$ cat src/inc/rceib_params.svh
`ifndef RCEIB_PARAMS_SVH
`define RCEIB_PARAMS_SVH

// Register addresses, low address byte of the processor port
`define RCEIB_ADDR_IRQ_STAT 8'h0b
`define RCEIB_ADDR_IRQ_EN 8'h0f
`define RCEIB_ADDR_MEM_CTRL 8'h13
`define RCEIB_ADDR_BYTE_MSB 8'h14
`define RCEIB_ADDR_BYTE_UMID 8'h15
`define RCEIB_ADDR_BYTE_LMID 8'h16
`define RCEIB_ADDR_BYTE_LSB 8'h17

// Interrupt status and enable bit positions
`define RCEIB_IRQ_EXTRACTED 5
`define RCEIB_IRQ_INSERTED 4
`define RCEIB_IRQ_EXT_OVF 3
`define RCEIB_IRQ_INS_OVF 2
`define RCEIB_IRQ_HEC 1
`define RCEIB_IRQ_PARITY 0
`define RCEIB_IRQ_BITS 6

// Memory control bit positions
`define RCEIB_CTL_EXT_RST_N 4
`define RCEIB_CTL_CELL_AVAILABLE_FLAG 3
`define RCEIB_CTL_INS_RST_N 2
`define RCEIB_CTL_INS_ROOM 1
`define RCEIB_CTL_INS_SOC 0

// Reset values
`define RCEIB_IRQ_EN_RST 6'h20
`define RCEIB_IRQ_STAT_RST 6'h00

// Cell geometry: 56 bytes as 14 words of 32 bits
`define RCEIB_CELL_WORDS 14
`define RCEIB_PTR_W 4
`define RCEIB_WORD_W 32

`endif

$ cat src/inc/rceib_pkg.sv
package rceib_pkg;

	typedef enum logic [1:0] {
		RCEIB_EXT_FILL = 2'b01,
		RCEIB_EXT_HOLD = 2'b10
	} rceib_ext_state_t;

	typedef enum logic [1:0] {
		RCEIB_INS_FILL = 2'b01,
		RCEIB_INS_SEND = 2'b10
	} rceib_ins_state_t;

endpackage

$ cat src/hdl/rceib_top.sv
`timescale 1ns/100ps
`include "rceib_params.svh"

module rceib_top #(
	parameter int CELL_WORDS = `RCEIB_CELL_WORDS
) (
	input wire logic i_clock,
	input wire logic i_nrst,
	input wire logic [7:0] i_addr,
	input wire logic [7:0] i_wr_data,
	input wire logic i_rd,
	input wire logic i_wr,
	output logic [7:0] o_rd_data,
	output logic o_int_n,
	input wire logic i_ext_valid,
	input wire logic [`RCEIB_WORD_W-1:0] i_ext_word,
	input wire logic i_hec_err,
	input wire logic i_parity_err,
	output logic o_ins_valid,
	output logic o_ins_sop,
	output logic [`RCEIB_WORD_W-1:0] o_ins_word,
	input wire logic i_ins_ready
);
	localparam logic [`RCEIB_PTR_W-1:0] LAST = (`RCEIB_PTR_W)'(CELL_WORDS - 1);
	localparam logic [`RCEIB_PTR_W-1:0] ZERO = '0;

	function automatic logic hit(input logic [7:0] a, input logic [7:0] ref_a);
		hit = (a == ref_a);
	endfunction

	function automatic logic [`RCEIB_PTR_W-1:0] bump(input logic [`RCEIB_PTR_W-1:0] p);
		bump = (p == LAST) ? ZERO : p + 1'b1;
	endfunction

	// Register file state
	logic [`RCEIB_IRQ_BITS-1:0] irq_stat_reg, irq_stat_next;
	logic [`RCEIB_IRQ_BITS-1:0] irq_en_reg, irq_en_next;
	logic ext_rst_n_reg, ext_rst_n_next;
	logic ins_rst_n_reg, ins_rst_n_next;
	logic [23:0] stage_reg, stage_next;
	logic [7:0] rd_data_reg, rd_data_next;

	// Extraction side state
	rceib_pkg::rceib_ext_state_t ext_state_reg, ext_state_next;
	logic [`RCEIB_PTR_W-1:0] ext_wr_ptr_reg, ext_wr_ptr_next;
	logic [`RCEIB_PTR_W-1:0] ext_rd_ptr_reg, ext_rd_ptr_next;
	logic [`RCEIB_WORD_W-1:0] ext_rd_word;

	// Insertion side state
	rceib_pkg::rceib_ins_state_t ins_state_reg, ins_state_next;
	logic [`RCEIB_PTR_W-1:0] ins_wr_ptr_reg, ins_wr_ptr_next;
	logic [`RCEIB_PTR_W-1:0] ins_rd_ptr_reg, ins_rd_ptr_next;
	logic [`RCEIB_WORD_W-1:0] ins_rd_word;
	logic [`RCEIB_WORD_W-1:0] ins_word_reg, ins_word_next;
	logic ins_valid_reg, ins_valid_next;
	logic ins_sop_reg, ins_sop_next;

	logic rd_lsb, wr_lsb, wr_ctrl, rd_stat;
	logic ext_store, ins_store, ext_done, ins_done, ext_ovf, ins_ovf;
	logic [`RCEIB_IRQ_BITS-1:0] irq_set;
	logic ext_hold, ins_room;

	assign ext_hold = (ext_state_reg == rceib_pkg::RCEIB_EXT_HOLD);
	assign ins_room = (ins_state_reg == rceib_pkg::RCEIB_INS_FILL);
	assign rd_lsb = i_rd && hit(i_addr, `RCEIB_ADDR_BYTE_LSB);
	assign wr_lsb = i_wr && hit(i_addr, `RCEIB_ADDR_BYTE_LSB);
	assign wr_ctrl = i_wr && hit(i_addr, `RCEIB_ADDR_MEM_CTRL);
	assign rd_stat = i_rd && hit(i_addr, `RCEIB_ADDR_IRQ_STAT);

	// Extraction buffer accepts words only while filling (no cell held) and not flushed
	assign ext_store = i_ext_valid && !ext_hold && ext_rst_n_reg;
	assign ext_ovf = i_ext_valid && ext_hold && ext_rst_n_reg;
	assign ext_done = ext_store && (ext_wr_ptr_reg == LAST);
	// Insertion word is committed by the lsb byte write
	assign ins_store = wr_lsb && ins_room && ins_rst_n_reg;
	assign ins_ovf = wr_lsb && !ins_room && ins_rst_n_reg;
	assign ins_done = ins_valid_reg && i_ins_ready && (ins_rd_ptr_reg == LAST);

	always_comb begin
		irq_set = '0;
		irq_set[`RCEIB_IRQ_EXTRACTED] = ext_done;
		irq_set[`RCEIB_IRQ_INSERTED] = ins_done;
		irq_set[`RCEIB_IRQ_EXT_OVF] = ext_ovf;
		irq_set[`RCEIB_IRQ_INS_OVF] = ins_ovf;
		irq_set[`RCEIB_IRQ_HEC] = i_hec_err;
		irq_set[`RCEIB_IRQ_PARITY] = i_parity_err;
	end

	rceib_cell_mem #(
		.WIDTH(`RCEIB_WORD_W),
		.DEPTH(CELL_WORDS),
		.AW(`RCEIB_PTR_W)
	) u_ext_mem (
		.i_clock(i_clock),
		.i_wr_en(ext_store),
		.i_wr_addr(ext_wr_ptr_reg),
		.i_wr_word(i_ext_word),
		.i_rd_addr(ext_rd_ptr_reg),
		.o_rd_word(ext_rd_word)
	);

	rceib_cell_mem #(
		.WIDTH(`RCEIB_WORD_W),
		.DEPTH(CELL_WORDS),
		.AW(`RCEIB_PTR_W)
	) u_ins_mem (
		.i_clock(i_clock),
		.i_wr_en(ins_store),
		.i_wr_addr(ins_wr_ptr_reg),
		.i_wr_word({stage_reg, i_wr_data}),
		.i_rd_addr(ins_rd_ptr_next),
		.o_rd_word(ins_rd_word)
	);

	// Register file
	always_comb begin
		irq_en_next = irq_en_reg;
		ext_rst_n_next = ext_rst_n_reg;
		ins_rst_n_next = ins_rst_n_reg;
		stage_next = stage_reg;
		rd_data_next = rd_data_reg;
		// Set wins over the clear so an event in the read cycle survives
		irq_stat_next = (rd_stat ? '0 : irq_stat_reg) | irq_set;
		if (i_wr) begin
			case (i_addr)
				`RCEIB_ADDR_IRQ_EN: begin
					irq_en_next = i_wr_data[`RCEIB_IRQ_BITS-1:0];
				end
				`RCEIB_ADDR_MEM_CTRL: begin
					ext_rst_n_next = i_wr_data[`RCEIB_CTL_EXT_RST_N];
					ins_rst_n_next = i_wr_data[`RCEIB_CTL_INS_RST_N];
				end
				`RCEIB_ADDR_BYTE_MSB: stage_next[23:16] = i_wr_data;
				`RCEIB_ADDR_BYTE_UMID: stage_next[15:8] = i_wr_data;
				`RCEIB_ADDR_BYTE_LMID: stage_next[7:0] = i_wr_data;
				default: stage_next = stage_reg;
			endcase
		end
		if (i_rd) begin
			case (i_addr)
				`RCEIB_ADDR_IRQ_STAT: rd_data_next = {2'b00, irq_stat_reg};
				`RCEIB_ADDR_IRQ_EN: rd_data_next = {2'b00, irq_en_reg};
				`RCEIB_ADDR_MEM_CTRL: begin
					rd_data_next = '0;
					rd_data_next[`RCEIB_CTL_EXT_RST_N] = ext_rst_n_reg;
					rd_data_next[`RCEIB_CTL_CELL_AVAILABLE_FLAG] = ext_hold;
					rd_data_next[`RCEIB_CTL_INS_RST_N] = ins_rst_n_reg;
					rd_data_next[`RCEIB_CTL_INS_ROOM] = ins_room;
				end
				`RCEIB_ADDR_BYTE_MSB: rd_data_next = ext_rd_word[31:24];
				`RCEIB_ADDR_BYTE_UMID: rd_data_next = ext_rd_word[23:16];
				`RCEIB_ADDR_BYTE_LMID: rd_data_next = ext_rd_word[15:8];
				`RCEIB_ADDR_BYTE_LSB: rd_data_next = ext_rd_word[7:0];
				default: rd_data_next = '0;
			endcase
		end
	end

	always_ff @(posedge i_clock) begin
		if (!i_nrst) begin
			irq_stat_reg <= `RCEIB_IRQ_STAT_RST;
			irq_en_reg <= `RCEIB_IRQ_EN_RST;
			ext_rst_n_reg <= 1'b1;
			ins_rst_n_reg <= 1'b1;
			stage_reg <= '0;
			rd_data_reg <= '0;
		end else begin
			irq_stat_reg <= irq_stat_next;
			irq_en_reg <= irq_en_next;
			ext_rst_n_reg <= ext_rst_n_next;
			ins_rst_n_reg <= ins_rst_n_next;
			stage_reg <= stage_next;
			rd_data_reg <= rd_data_next;
		end
	end

	// Extraction buffer: one cell, 14 words in from the filter, bytes out to the host
	always_comb begin
		ext_state_next = ext_state_reg;
		ext_wr_ptr_next = ext_wr_ptr_reg;
		ext_rd_ptr_next = ext_rd_ptr_reg;
		case (ext_state_reg)
			rceib_pkg::RCEIB_EXT_FILL: begin
				if (ext_store) begin
					ext_wr_ptr_next = bump(ext_wr_ptr_reg);
				end
				if (ext_done) begin
					ext_state_next = rceib_pkg::RCEIB_EXT_HOLD;
				end
			end
			rceib_pkg::RCEIB_EXT_HOLD: begin
				// Upper byte reads leave the pointer alone so one word stays coherent
				if (rd_lsb) begin
					ext_rd_ptr_next = bump(ext_rd_ptr_reg);
					if (ext_rd_ptr_reg == LAST) begin
						ext_state_next = rceib_pkg::RCEIB_EXT_FILL;
					end
				end
			end
			default: ext_state_next = rceib_pkg::RCEIB_EXT_FILL;
		endcase
		if (!ext_rst_n_reg) begin
			ext_state_next = rceib_pkg::RCEIB_EXT_FILL;
			ext_wr_ptr_next = ZERO;
			ext_rd_ptr_next = ZERO;
		end
	end

	always_ff @(posedge i_clock) begin
		if (!i_nrst) begin
			ext_state_reg <= rceib_pkg::RCEIB_EXT_FILL;
			ext_wr_ptr_reg <= ZERO;
			ext_rd_ptr_reg <= ZERO;
		end else begin
			ext_state_reg <= ext_state_next;
			ext_wr_ptr_reg <= ext_wr_ptr_next;
			ext_rd_ptr_reg <= ext_rd_ptr_next;
		end
	end

	// Insertion buffer: 14 host words, then streamed to the receive cell FIFO
	always_comb begin
		ins_state_next = ins_state_reg;
		ins_wr_ptr_next = ins_wr_ptr_reg;
		ins_rd_ptr_next = ins_rd_ptr_reg;
		ins_word_next = ins_word_reg;
		ins_valid_next = ins_valid_reg;
		ins_sop_next = ins_sop_reg;
		case (ins_state_reg)
			rceib_pkg::RCEIB_INS_FILL: begin
				// Start-of-cell write discards a partly written cell
				if (wr_ctrl && i_wr_data[`RCEIB_CTL_INS_SOC]) begin
					ins_wr_ptr_next = ZERO;
				end
				if (ins_store) begin
					ins_wr_ptr_next = bump(ins_wr_ptr_reg);
					if (ins_wr_ptr_reg == LAST) begin
						// Word 0 is already in memory; present it right away
						ins_state_next = rceib_pkg::RCEIB_INS_SEND;
						ins_valid_next = 1'b1;
						ins_sop_next = 1'b1;
						ins_word_next = ins_rd_word;
					end
				end
			end
			rceib_pkg::RCEIB_INS_SEND: begin
				if (ins_valid_reg && i_ins_ready) begin
					ins_rd_ptr_next = bump(ins_rd_ptr_reg);
					ins_sop_next = 1'b0;
					if (ins_rd_ptr_reg == LAST) begin
						ins_state_next = rceib_pkg::RCEIB_INS_FILL;
						ins_valid_next = 1'b0;
					end else begin
						ins_word_next = ins_rd_word;
					end
				end
			end
			default: ins_state_next = rceib_pkg::RCEIB_INS_FILL;
		endcase
		if (!ins_rst_n_reg) begin
			ins_state_next = rceib_pkg::RCEIB_INS_FILL;
			ins_wr_ptr_next = ZERO;
			ins_rd_ptr_next = ZERO;
			ins_valid_next = 1'b0;
			ins_sop_next = 1'b0;
		end
	end

	always_ff @(posedge i_clock) begin
		if (!i_nrst) begin
			ins_state_reg <= rceib_pkg::RCEIB_INS_FILL;
			ins_wr_ptr_reg <= ZERO;
			ins_rd_ptr_reg <= ZERO;
			ins_word_reg <= '0;
			ins_valid_reg <= 1'b0;
			ins_sop_reg <= 1'b0;
		end else begin
			ins_state_reg <= ins_state_next;
			ins_wr_ptr_reg <= ins_wr_ptr_next;
			ins_rd_ptr_reg <= ins_rd_ptr_next;
			ins_word_reg <= ins_word_next;
			ins_valid_reg <= ins_valid_next;
			ins_sop_reg <= ins_sop_next;
		end
	end

	assign o_rd_data = rd_data_reg;
	assign o_int_n = ~|(irq_stat_reg & irq_en_reg);
	assign o_ins_valid = ins_valid_reg;
	assign o_ins_sop = ins_sop_reg;
	assign o_ins_word = ins_word_reg;
endmodule

$ cat src/hdl/rceib_cell_mem.sv
`timescale 1ns/100ps
`include "rceib_params.svh"

module rceib_cell_mem #(
	parameter int WIDTH = `RCEIB_WORD_W,
	parameter int DEPTH = `RCEIB_CELL_WORDS,
	parameter int AW = `RCEIB_PTR_W
) (
	input wire logic i_clock,
	input wire logic i_wr_en,
	input wire logic [AW-1:0] i_wr_addr,
	input wire logic [WIDTH-1:0] i_wr_word,
	input wire logic [AW-1:0] i_rd_addr,
	output logic [WIDTH-1:0] o_rd_word
);
	// Contents need no reset; pointers in the owner decide what is valid
	logic [WIDTH-1:0] mem [DEPTH];

	always_ff @(posedge i_clock) begin
		if (i_wr_en) begin
			mem[i_wr_addr] <= i_wr_word;
		end
	end

	assign o_rd_word = mem[i_rd_addr];
endmodule

$ cat config.mk
export PLATFORM = sky130hd
export DESIGN_NAME = rceib_top
export DESIGN_NICKNAME = d
export VERILOG_FILES = /design/src/inc/rceib_pkg.sv /design/src/hdl/rceib_top.sv /design/src/hdl/rceib_cell_mem.sv
export VERILOG_INCLUDE_DIRS = /design/src /design/src/inc
export SDC_FILE = /design/constraint.sdc
export NUM_CORES = 1
export LEC_CHECK = 0
export ABC_CLOCK_PERIOD_IN_PS = 5000
export BUFFER_PORTS_ARGS = -buffer_cell sky130_fd_sc_hd__buf_2
export CAP_MARGIN = 15
export CORE_ASPECT_RATIO = 0.8
export CORE_UTILIZATION = 55
export DETAILED_ROUTE_END_ITERATION = 16
export PLACE_DENSITY = 0.8
export SYNTH_ARGS = -nofsm -noshare
export SYNTH_HDL_FRONTEND = slang
export SYNTH_SLANG_ARGS = --single-unit
export TNS_END_PERCENT = 10
$ cat constraint.sdc
create_clock -name i_clock -period 5 [get_ports i_clock]
set_clock_uncertainty 0.05 [all_clocks]
set_input_delay 0.5 -clock i_clock [delete_from_list [all_inputs] [get_ports i_clock]]
set_output_delay 0.5 -clock i_clock [all_outputs]
set_load 0.01 [all_outputs]
==> results of run 1 <==
-- stage by stage --
step | power [W] | util [%] | std cells | setup slack, ns | cell area [um2]
after floorplan | 0.00941 | - | 2377 | 0.397 | 39700
after global placement | 0.00955 | 58.2 | 3302 | 1.27 | 41300
after detailed placement | 0.00957 | 58.2 | 3302 | 1.13 | 41300
after CTS | 0.0169 | 62.8 | 3479 | 1.27 | 44500
after global routing | 0.0172 | 62.9 | 3488 | 1.09 | 44600
final | 0.0168 | 62.9 | 3490 | 1.25 | 44600
-- path summary, 6_finish.rpt --
path,startpoint,to,cells after the start
min reg2reg,irq_stat_reg[4],irq_stat_reg[4],2
max reg2reg,ins_state_reg[0],o_ins_word[7],7
max,ins_state_reg[0],o_ins_word[7],7
min,i_parity_err,irq_stat_reg[0],3
-- cell usage after synthesis, drive strengths merged (44+ instances only) --
master    n
a21oi    82
o211ai  128
edfxtp  896
nor2b    48
clkbuf   78
nor2    101
a21boi   65
or3     168
nand2    49
inv      44
mux2i   138
buf      84
mux4     99
dfxtp   104
-- area by class of cell --
class                      instances  area share, %
sequential                      1000           65.0
multi-input combinational       1171           22.4
clock buffer                     118           5.64
tap                              934           2.62
timing repair buffer             156           2.24
clock inverter                    59           1.69
inverter                          44          0.370
antenna                            8         0.0449
-- power by group --
| group | leakage, nW | internal, W | switching (W) |
|---|---|---|---|
| clock network | 1.58 | 0.00429 | 0.00313 |
| logic | 3.44 | 0.0000820 | 0.000205 |
| registers | 9.68 | 0.00910 | 0.0000191 |
| total | 14.7 | 0.0135 | 0.00336 |
-- routing by layer --
layer  track usage, %  vias to the layer above
met5                0                        -
met4             11.3                        2
met3             5.87                      249
met2             38.9                     1479
met1             36.7                    11500
li1                 -                     9669
-- critical path, delay by kind of cell, from the launching register on --
kind	cells	cell delay, ns
and+or+nand+nor	2	1.20
AOI/OAI and AO/OA	3	1.09
buffers and inverters	1	0.45
muxes	1	0.27
DFF	1	0.42
-- kinds of logic (layout without fill, tap and decap cells) --
| family | after synthesis | in the layout | synth area share (%) |
|---|---|---|---|
| DFF | 1000 | 1000 | 73.1 |
| xor gates and xnor gates | 4 | 4 | 0.0883 |
| buffers and inverters | 206 | 377 | 2.35 |
| adders and majority gates | 2 | 2 | 0.0631 |
| other | 0 | 8 | 0 |
| AOI/OAI and AO/OA | 444 | 444 | 8.24 |
| muxes | 262 | 262 | 9.81 |
| and+or+nand+nor | 459 | 459 | 6.38 |
==> flow_summary.ini, run 1 <==
[run_status]
status = completed

[floorplan]
core-area_um2 = 70900
io_pins = 99
num_rows = 87
die_height_um = 242
dieArea_um2 = 73200
initial_core_util_pct = 56.0
die_x_um = 302

[place]
place_congestion = 0.836
dpl.hpwl_um = 53200
port_buffers = 98

[sta]
maxSlewHeadroom_pct = 17.0
rsz0062_at_grt = no
hold_violations = 0
finalCriticalPeriod_ns = 3.75
max_freq_ghz = 0.267
hold_slack_ns = 0.122
min_period_over_period_pct = 75.0
setup_violations = 0
worst_pin_slew_ns = 1.24
fin_setup_tns_ns = 0
slew_violations = 0

[clock_network]
cts_buffers = 95
cts-htree-levels = 3
cts_tree = done
cts_buffer_depth = 3
cts_resized = 0
postCtsHoldBufs = 0
cts_root_buf = clkbuf_16
clk_pin_slew_ns = 0.06
cts_setup_buffers = 0
clock_sinks = 1000
insertion_delay_ns = 0.68

[routing]
wl_met1_um = 37000
wl_per_cell_um = 27.3
top_layer = met5
dr.pass1.iters = 5
drcViolationCount = 0
ant_nets = 0
drt_first_iter_violations = 2855
vias = 22900
wl_met3_um = 10400
wl_um = 95200
wl_met2_um = 44000
routed_via_density = 6.55

[worst_setup_path]
cp-start-kind = flop
critPathKind = flop to flop
critPathSlowestCell = nor2_4
crit_path_cell_trace = and4b_1 -> a21o_4 -> nor2_4 -> buf_12 -> mux2i_1 -> a221oi_1 -> a2111o_1
cp-end-kind = flop
required_ns = 5.46
crit_path_max_incr_delay_ns = 0.87
cp.arrival_ns = 4.21
reg2reg_slack_ns = 1.25
cp_max_fo = 84

[yosys]
ys_ff_latch = 1000
synthCells = 2377
netlist_area_um2 = 39700
avgSynthCellArea_um2 = 16.7
synth_cell_types = 71
synth_top_area_share_pct = 67.8
ys_warn_count = 0
synth-edff-count = 896
synthTopCellsByArea = edfxtp_1 68%, mux4_2 5.6%, dfxtp_1 5.2%
synth.net_count = 2435
synth_seq_area_share_pct = 73.1
synthArstFlopShare_pct = 0
synthFlopType = edfxtp_1
yosysTopAreaCell = edfxtp_1

[min_path]
hp-class = input port to flop

[layout]
multi_input_area_um2 = 9980
fin_nets = 2526
drive_above_1_share_pct = 18.5
final_cell_mix = 896 x edfxtp_1, 168 x or3_1, 138 x mux2i_1
final_common_cell = edfxtp_1
fill_cells = 4590
area_growth_pct = 12.4
regArea_um2 = 29000

[global_routing]
grt_pass1_wl_um = 141000
grt_usage_pct = 25.9
grt-ovfl-total = 0
grt_max_degree = 111
antenna_found_initial = 10
grt_pass1_vias = 22700

[power]
power_leakage_nw = 14.7
peakVddDrop_uv = 478
power_density_nw_per_um2 = 377

[run]
maxCapViolations = 0
(Power assumes the default switching activity.)
==> run 2, diff against run 1 <==
--- a/config.mk
+++ b/config.mk
@@ -6,7 +6,7 @@
 export SDC_FILE = /design/constraint.sdc
 export NUM_CORES = 1
 export LEC_CHECK = 0
-export ABC_CLOCK_PERIOD_IN_PS = 5000
+export ABC_CLOCK_PERIOD_IN_PS = 3400
 export BUFFER_PORTS_ARGS = -buffer_cell sky130_fd_sc_hd__buf_2
 export CAP_MARGIN = 15
 export CORE_ASPECT_RATIO = 0.8
==> constraint.sdc (replaced) <==
create_clock -name i_clock -period 3.4 [get_ports i_clock]
set_clock_uncertainty 0.05 [all_clocks]
set_input_delay 0.34 -clock i_clock [delete_from_list [all_inputs] [get_ports i_clock]]
set_output_delay 0.34 -clock i_clock [all_outputs]
set_load 0.01 [all_outputs]
==> run 2 against run 1 <==
Effect of this change:
- combinational power up 62%
- via count increased by 0.91%
- fmax grew 32%
- register-to-register slack lost 0.69 ns
- routed wire length rose by 0.40%
- power is 41% higher
- sequential power is 47% higher
- largest cell class unchanged
==> flow_summary.ini, run 2 (synthesis results as in run 1) <==
[run_status]
status = completed

[clock_network]
cts_tree = done
cts_buffers = 92
clock_sinks = 1000
cts-htree-levels = 3
cts_buffer_depth = 3
insertion_delay_ns = 0.67
postCtsHoldBufs = 36
cts_root_buf = clkbuf_16
cts_setup_buffers = 0
clk_pin_slew_ns = 0.07
cts_resized = 0

[power]
swShare_pct = 20.5
power_switching_w = 0.00486
pwr-share-clk_pct = 41.6
internal_power_w = 0.0189
power_leakage_nw = 14.9
p_comb_share_pct = 2.0
seqPwrFrac_pct = 56.4
power_density_nw_per_um2 = 527
peakVddDrop_uv = 527

[worst_setup_path]
cp-start-kind = flop
crit_path_cell_trace = ha_1 -> a21oi_1 -> o21ai_0 -> nand4_1 -> buf_4 -> a21oi_1 -> a221oi_1 -> a2111o_1
required_ns = 3.88
cp.arrival_ns = 3.31
cpMostUsedCell = a21oi_1
cp_max_fo = 12
critPathSlowestCell = dfxtp_1
crit_path_max_incr_delay_ns = 0.51
critPathKind = flop to flop
cp-end-kind = flop
critPathTopFamily = compound AO/OA/AOI/OAI gates
critical_path.n_buffers_inverters = 1

[place]
place_area_um2 = 41800
pre_cts_ws_ns = 0.490
place_congestion = 0.890
dpl.hpwl_um = 53600
dp_cells = 3334
port_buffers = 98

[floorplan]
die_height_um = 242
core-area_um2 = 70900
initial_core_util_pct = 56.0
io_pins = 99
die_x_um = 302
dieArea_um2 = 73200
num_rows = 87

[sta]
rsz0062_at_grt = no
fin_setup_tns_ns = 0
max_freq_ghz = 0.353
worst_pin_slew_ns = 0.832
fin_ws_ns = 0.566
hold_slack_ns = 0.0378
finalCriticalPeriod_ns = 2.83
min_period_over_period_pct = 83.4
slew_violations = 0
setup_violations = 0
maxSlewHeadroom_pct = 44.4
hold_violations = 0

[run]
maxCapViolations = 0

[layout]
area_growth_pct = 13.6
final_cell_mix = 896 x edfxtp_1, 168 x or3_1, 138 x mux2i_1
drive_above_1_share_pct = 18.4
fill_cells = 4586
final_common_cell = edfxtp_1
multi_input_area_um2 = 10000
regArea_um2 = 29000
design_area_um2 = 45100
post_layout_nonfiller_instances = 3549
fin_nets = 2588

[global_routing]
grt_max_degree = 92
grt_pass1_vias = 22900
antenna_found_initial = 13
grt_usage_pct = 26.2
grt-ovfl-total = 0
grt_pass1_wl_um = 143000

[routing]
drt_first_iter_violations = 3169
ant_nets = 0
routed_via_density = 6.50
vias = 23100
drcViolationCount = 0
dr.pass1.iters = 6
wl_um = 95600
wl_per_cell_um = 26.9

[min_path]
hp-class = input port to flop
## run 2: cell count changes in the layout (fill, tap and decap cells not counted), moves of 2 or more
cell / before / now
buf_12: 4 / 25
buf_4: 52 / 62
bufinv_16: 13 / 2
clkbuf_1: 19 / 34
clkbuf_16: 96 / 92
clkbuf_8: 3 / 6
clkinv_2: 16 / 11
clkinv_4: 4 / 0
clkinv_8: 0 / 2
dlygate4sd3_1: 0 / 36
## run 2: final timing paths
| path | startpoint | cells after the start | slack, ns | endpoint |
|---|---|---|---|---|
| setup / recovery | ins_rd_ptr_reg[0] | 8 | 0.57 | o_ins_word[5] |
| hold / removal | i_wr | 3 | 0.04 | ins_rst_n_reg |
| setup reg to reg | ins_rd_ptr_reg[0] | 8 | 0.57 | o_ins_word[5] |
| hold reg to reg | irq_stat_reg[4] | 2 | 0.45 | irq_stat_reg[4] |
## run 2: layout make-up
type,count,share of cell area (%)
Antenna cell,9,0.0500
Clock inverter,38,0.833
Multi-Input combinational cell,1171,22.2
Tap cell,934,2.59
Clock buffer,132,5.58
Sequential cell,1000,64.4
Inverter,44,0.367
Timing Repair Buffer,221,4.03
## run 2: power groups by stage
stage	Combinational [W]	Sequential, W	Clock [W]
floorplan	0.000176	0.0137	0
global placement	0.000395	0.0137	0
detailed placement	0.000416	0.0137	0
CTS	0.000456	0.0134	0.00996
global route	0.000490	0.0134	0.0105
finish	0.000466	0.0134	0.00989
## run 2: per-layer routing
metal  global-route usage (%)  up-vias  share of wire (%)
li1                         -     9778                  -
met5                        0        -              0.040
met4                     8.96        6                3.1
met3                     5.90      208                 10
met2                     39.4     1350                 47
met1                     37.9    11700                 40
## run 2: worst register-to-register path, stage by stage, from the launching register on
cell	delay [ns]
dfxtp_1	0.51
ha_1	0.27
a21oi_1	0.08
o21ai_0	0.38
nand4_1	0.38
buf_4	0.35
a21oi_1	0.20
a221oi_1	0.08
a2111o_1	0.44
## run 2: per-stage QoR
| step | utilization [%] | total power [W] |
|---|---|---|
| after floorplan | - | 0.0138 |
| after global placement | 59.0 | 0.0141 |
| after detailed placement | 59.0 | 0.0141 |
| after CTS | 63.6 | 0.0238 |
| after global routing | 63.6 | 0.0244 |
| final | 63.6 | 0.0238 |
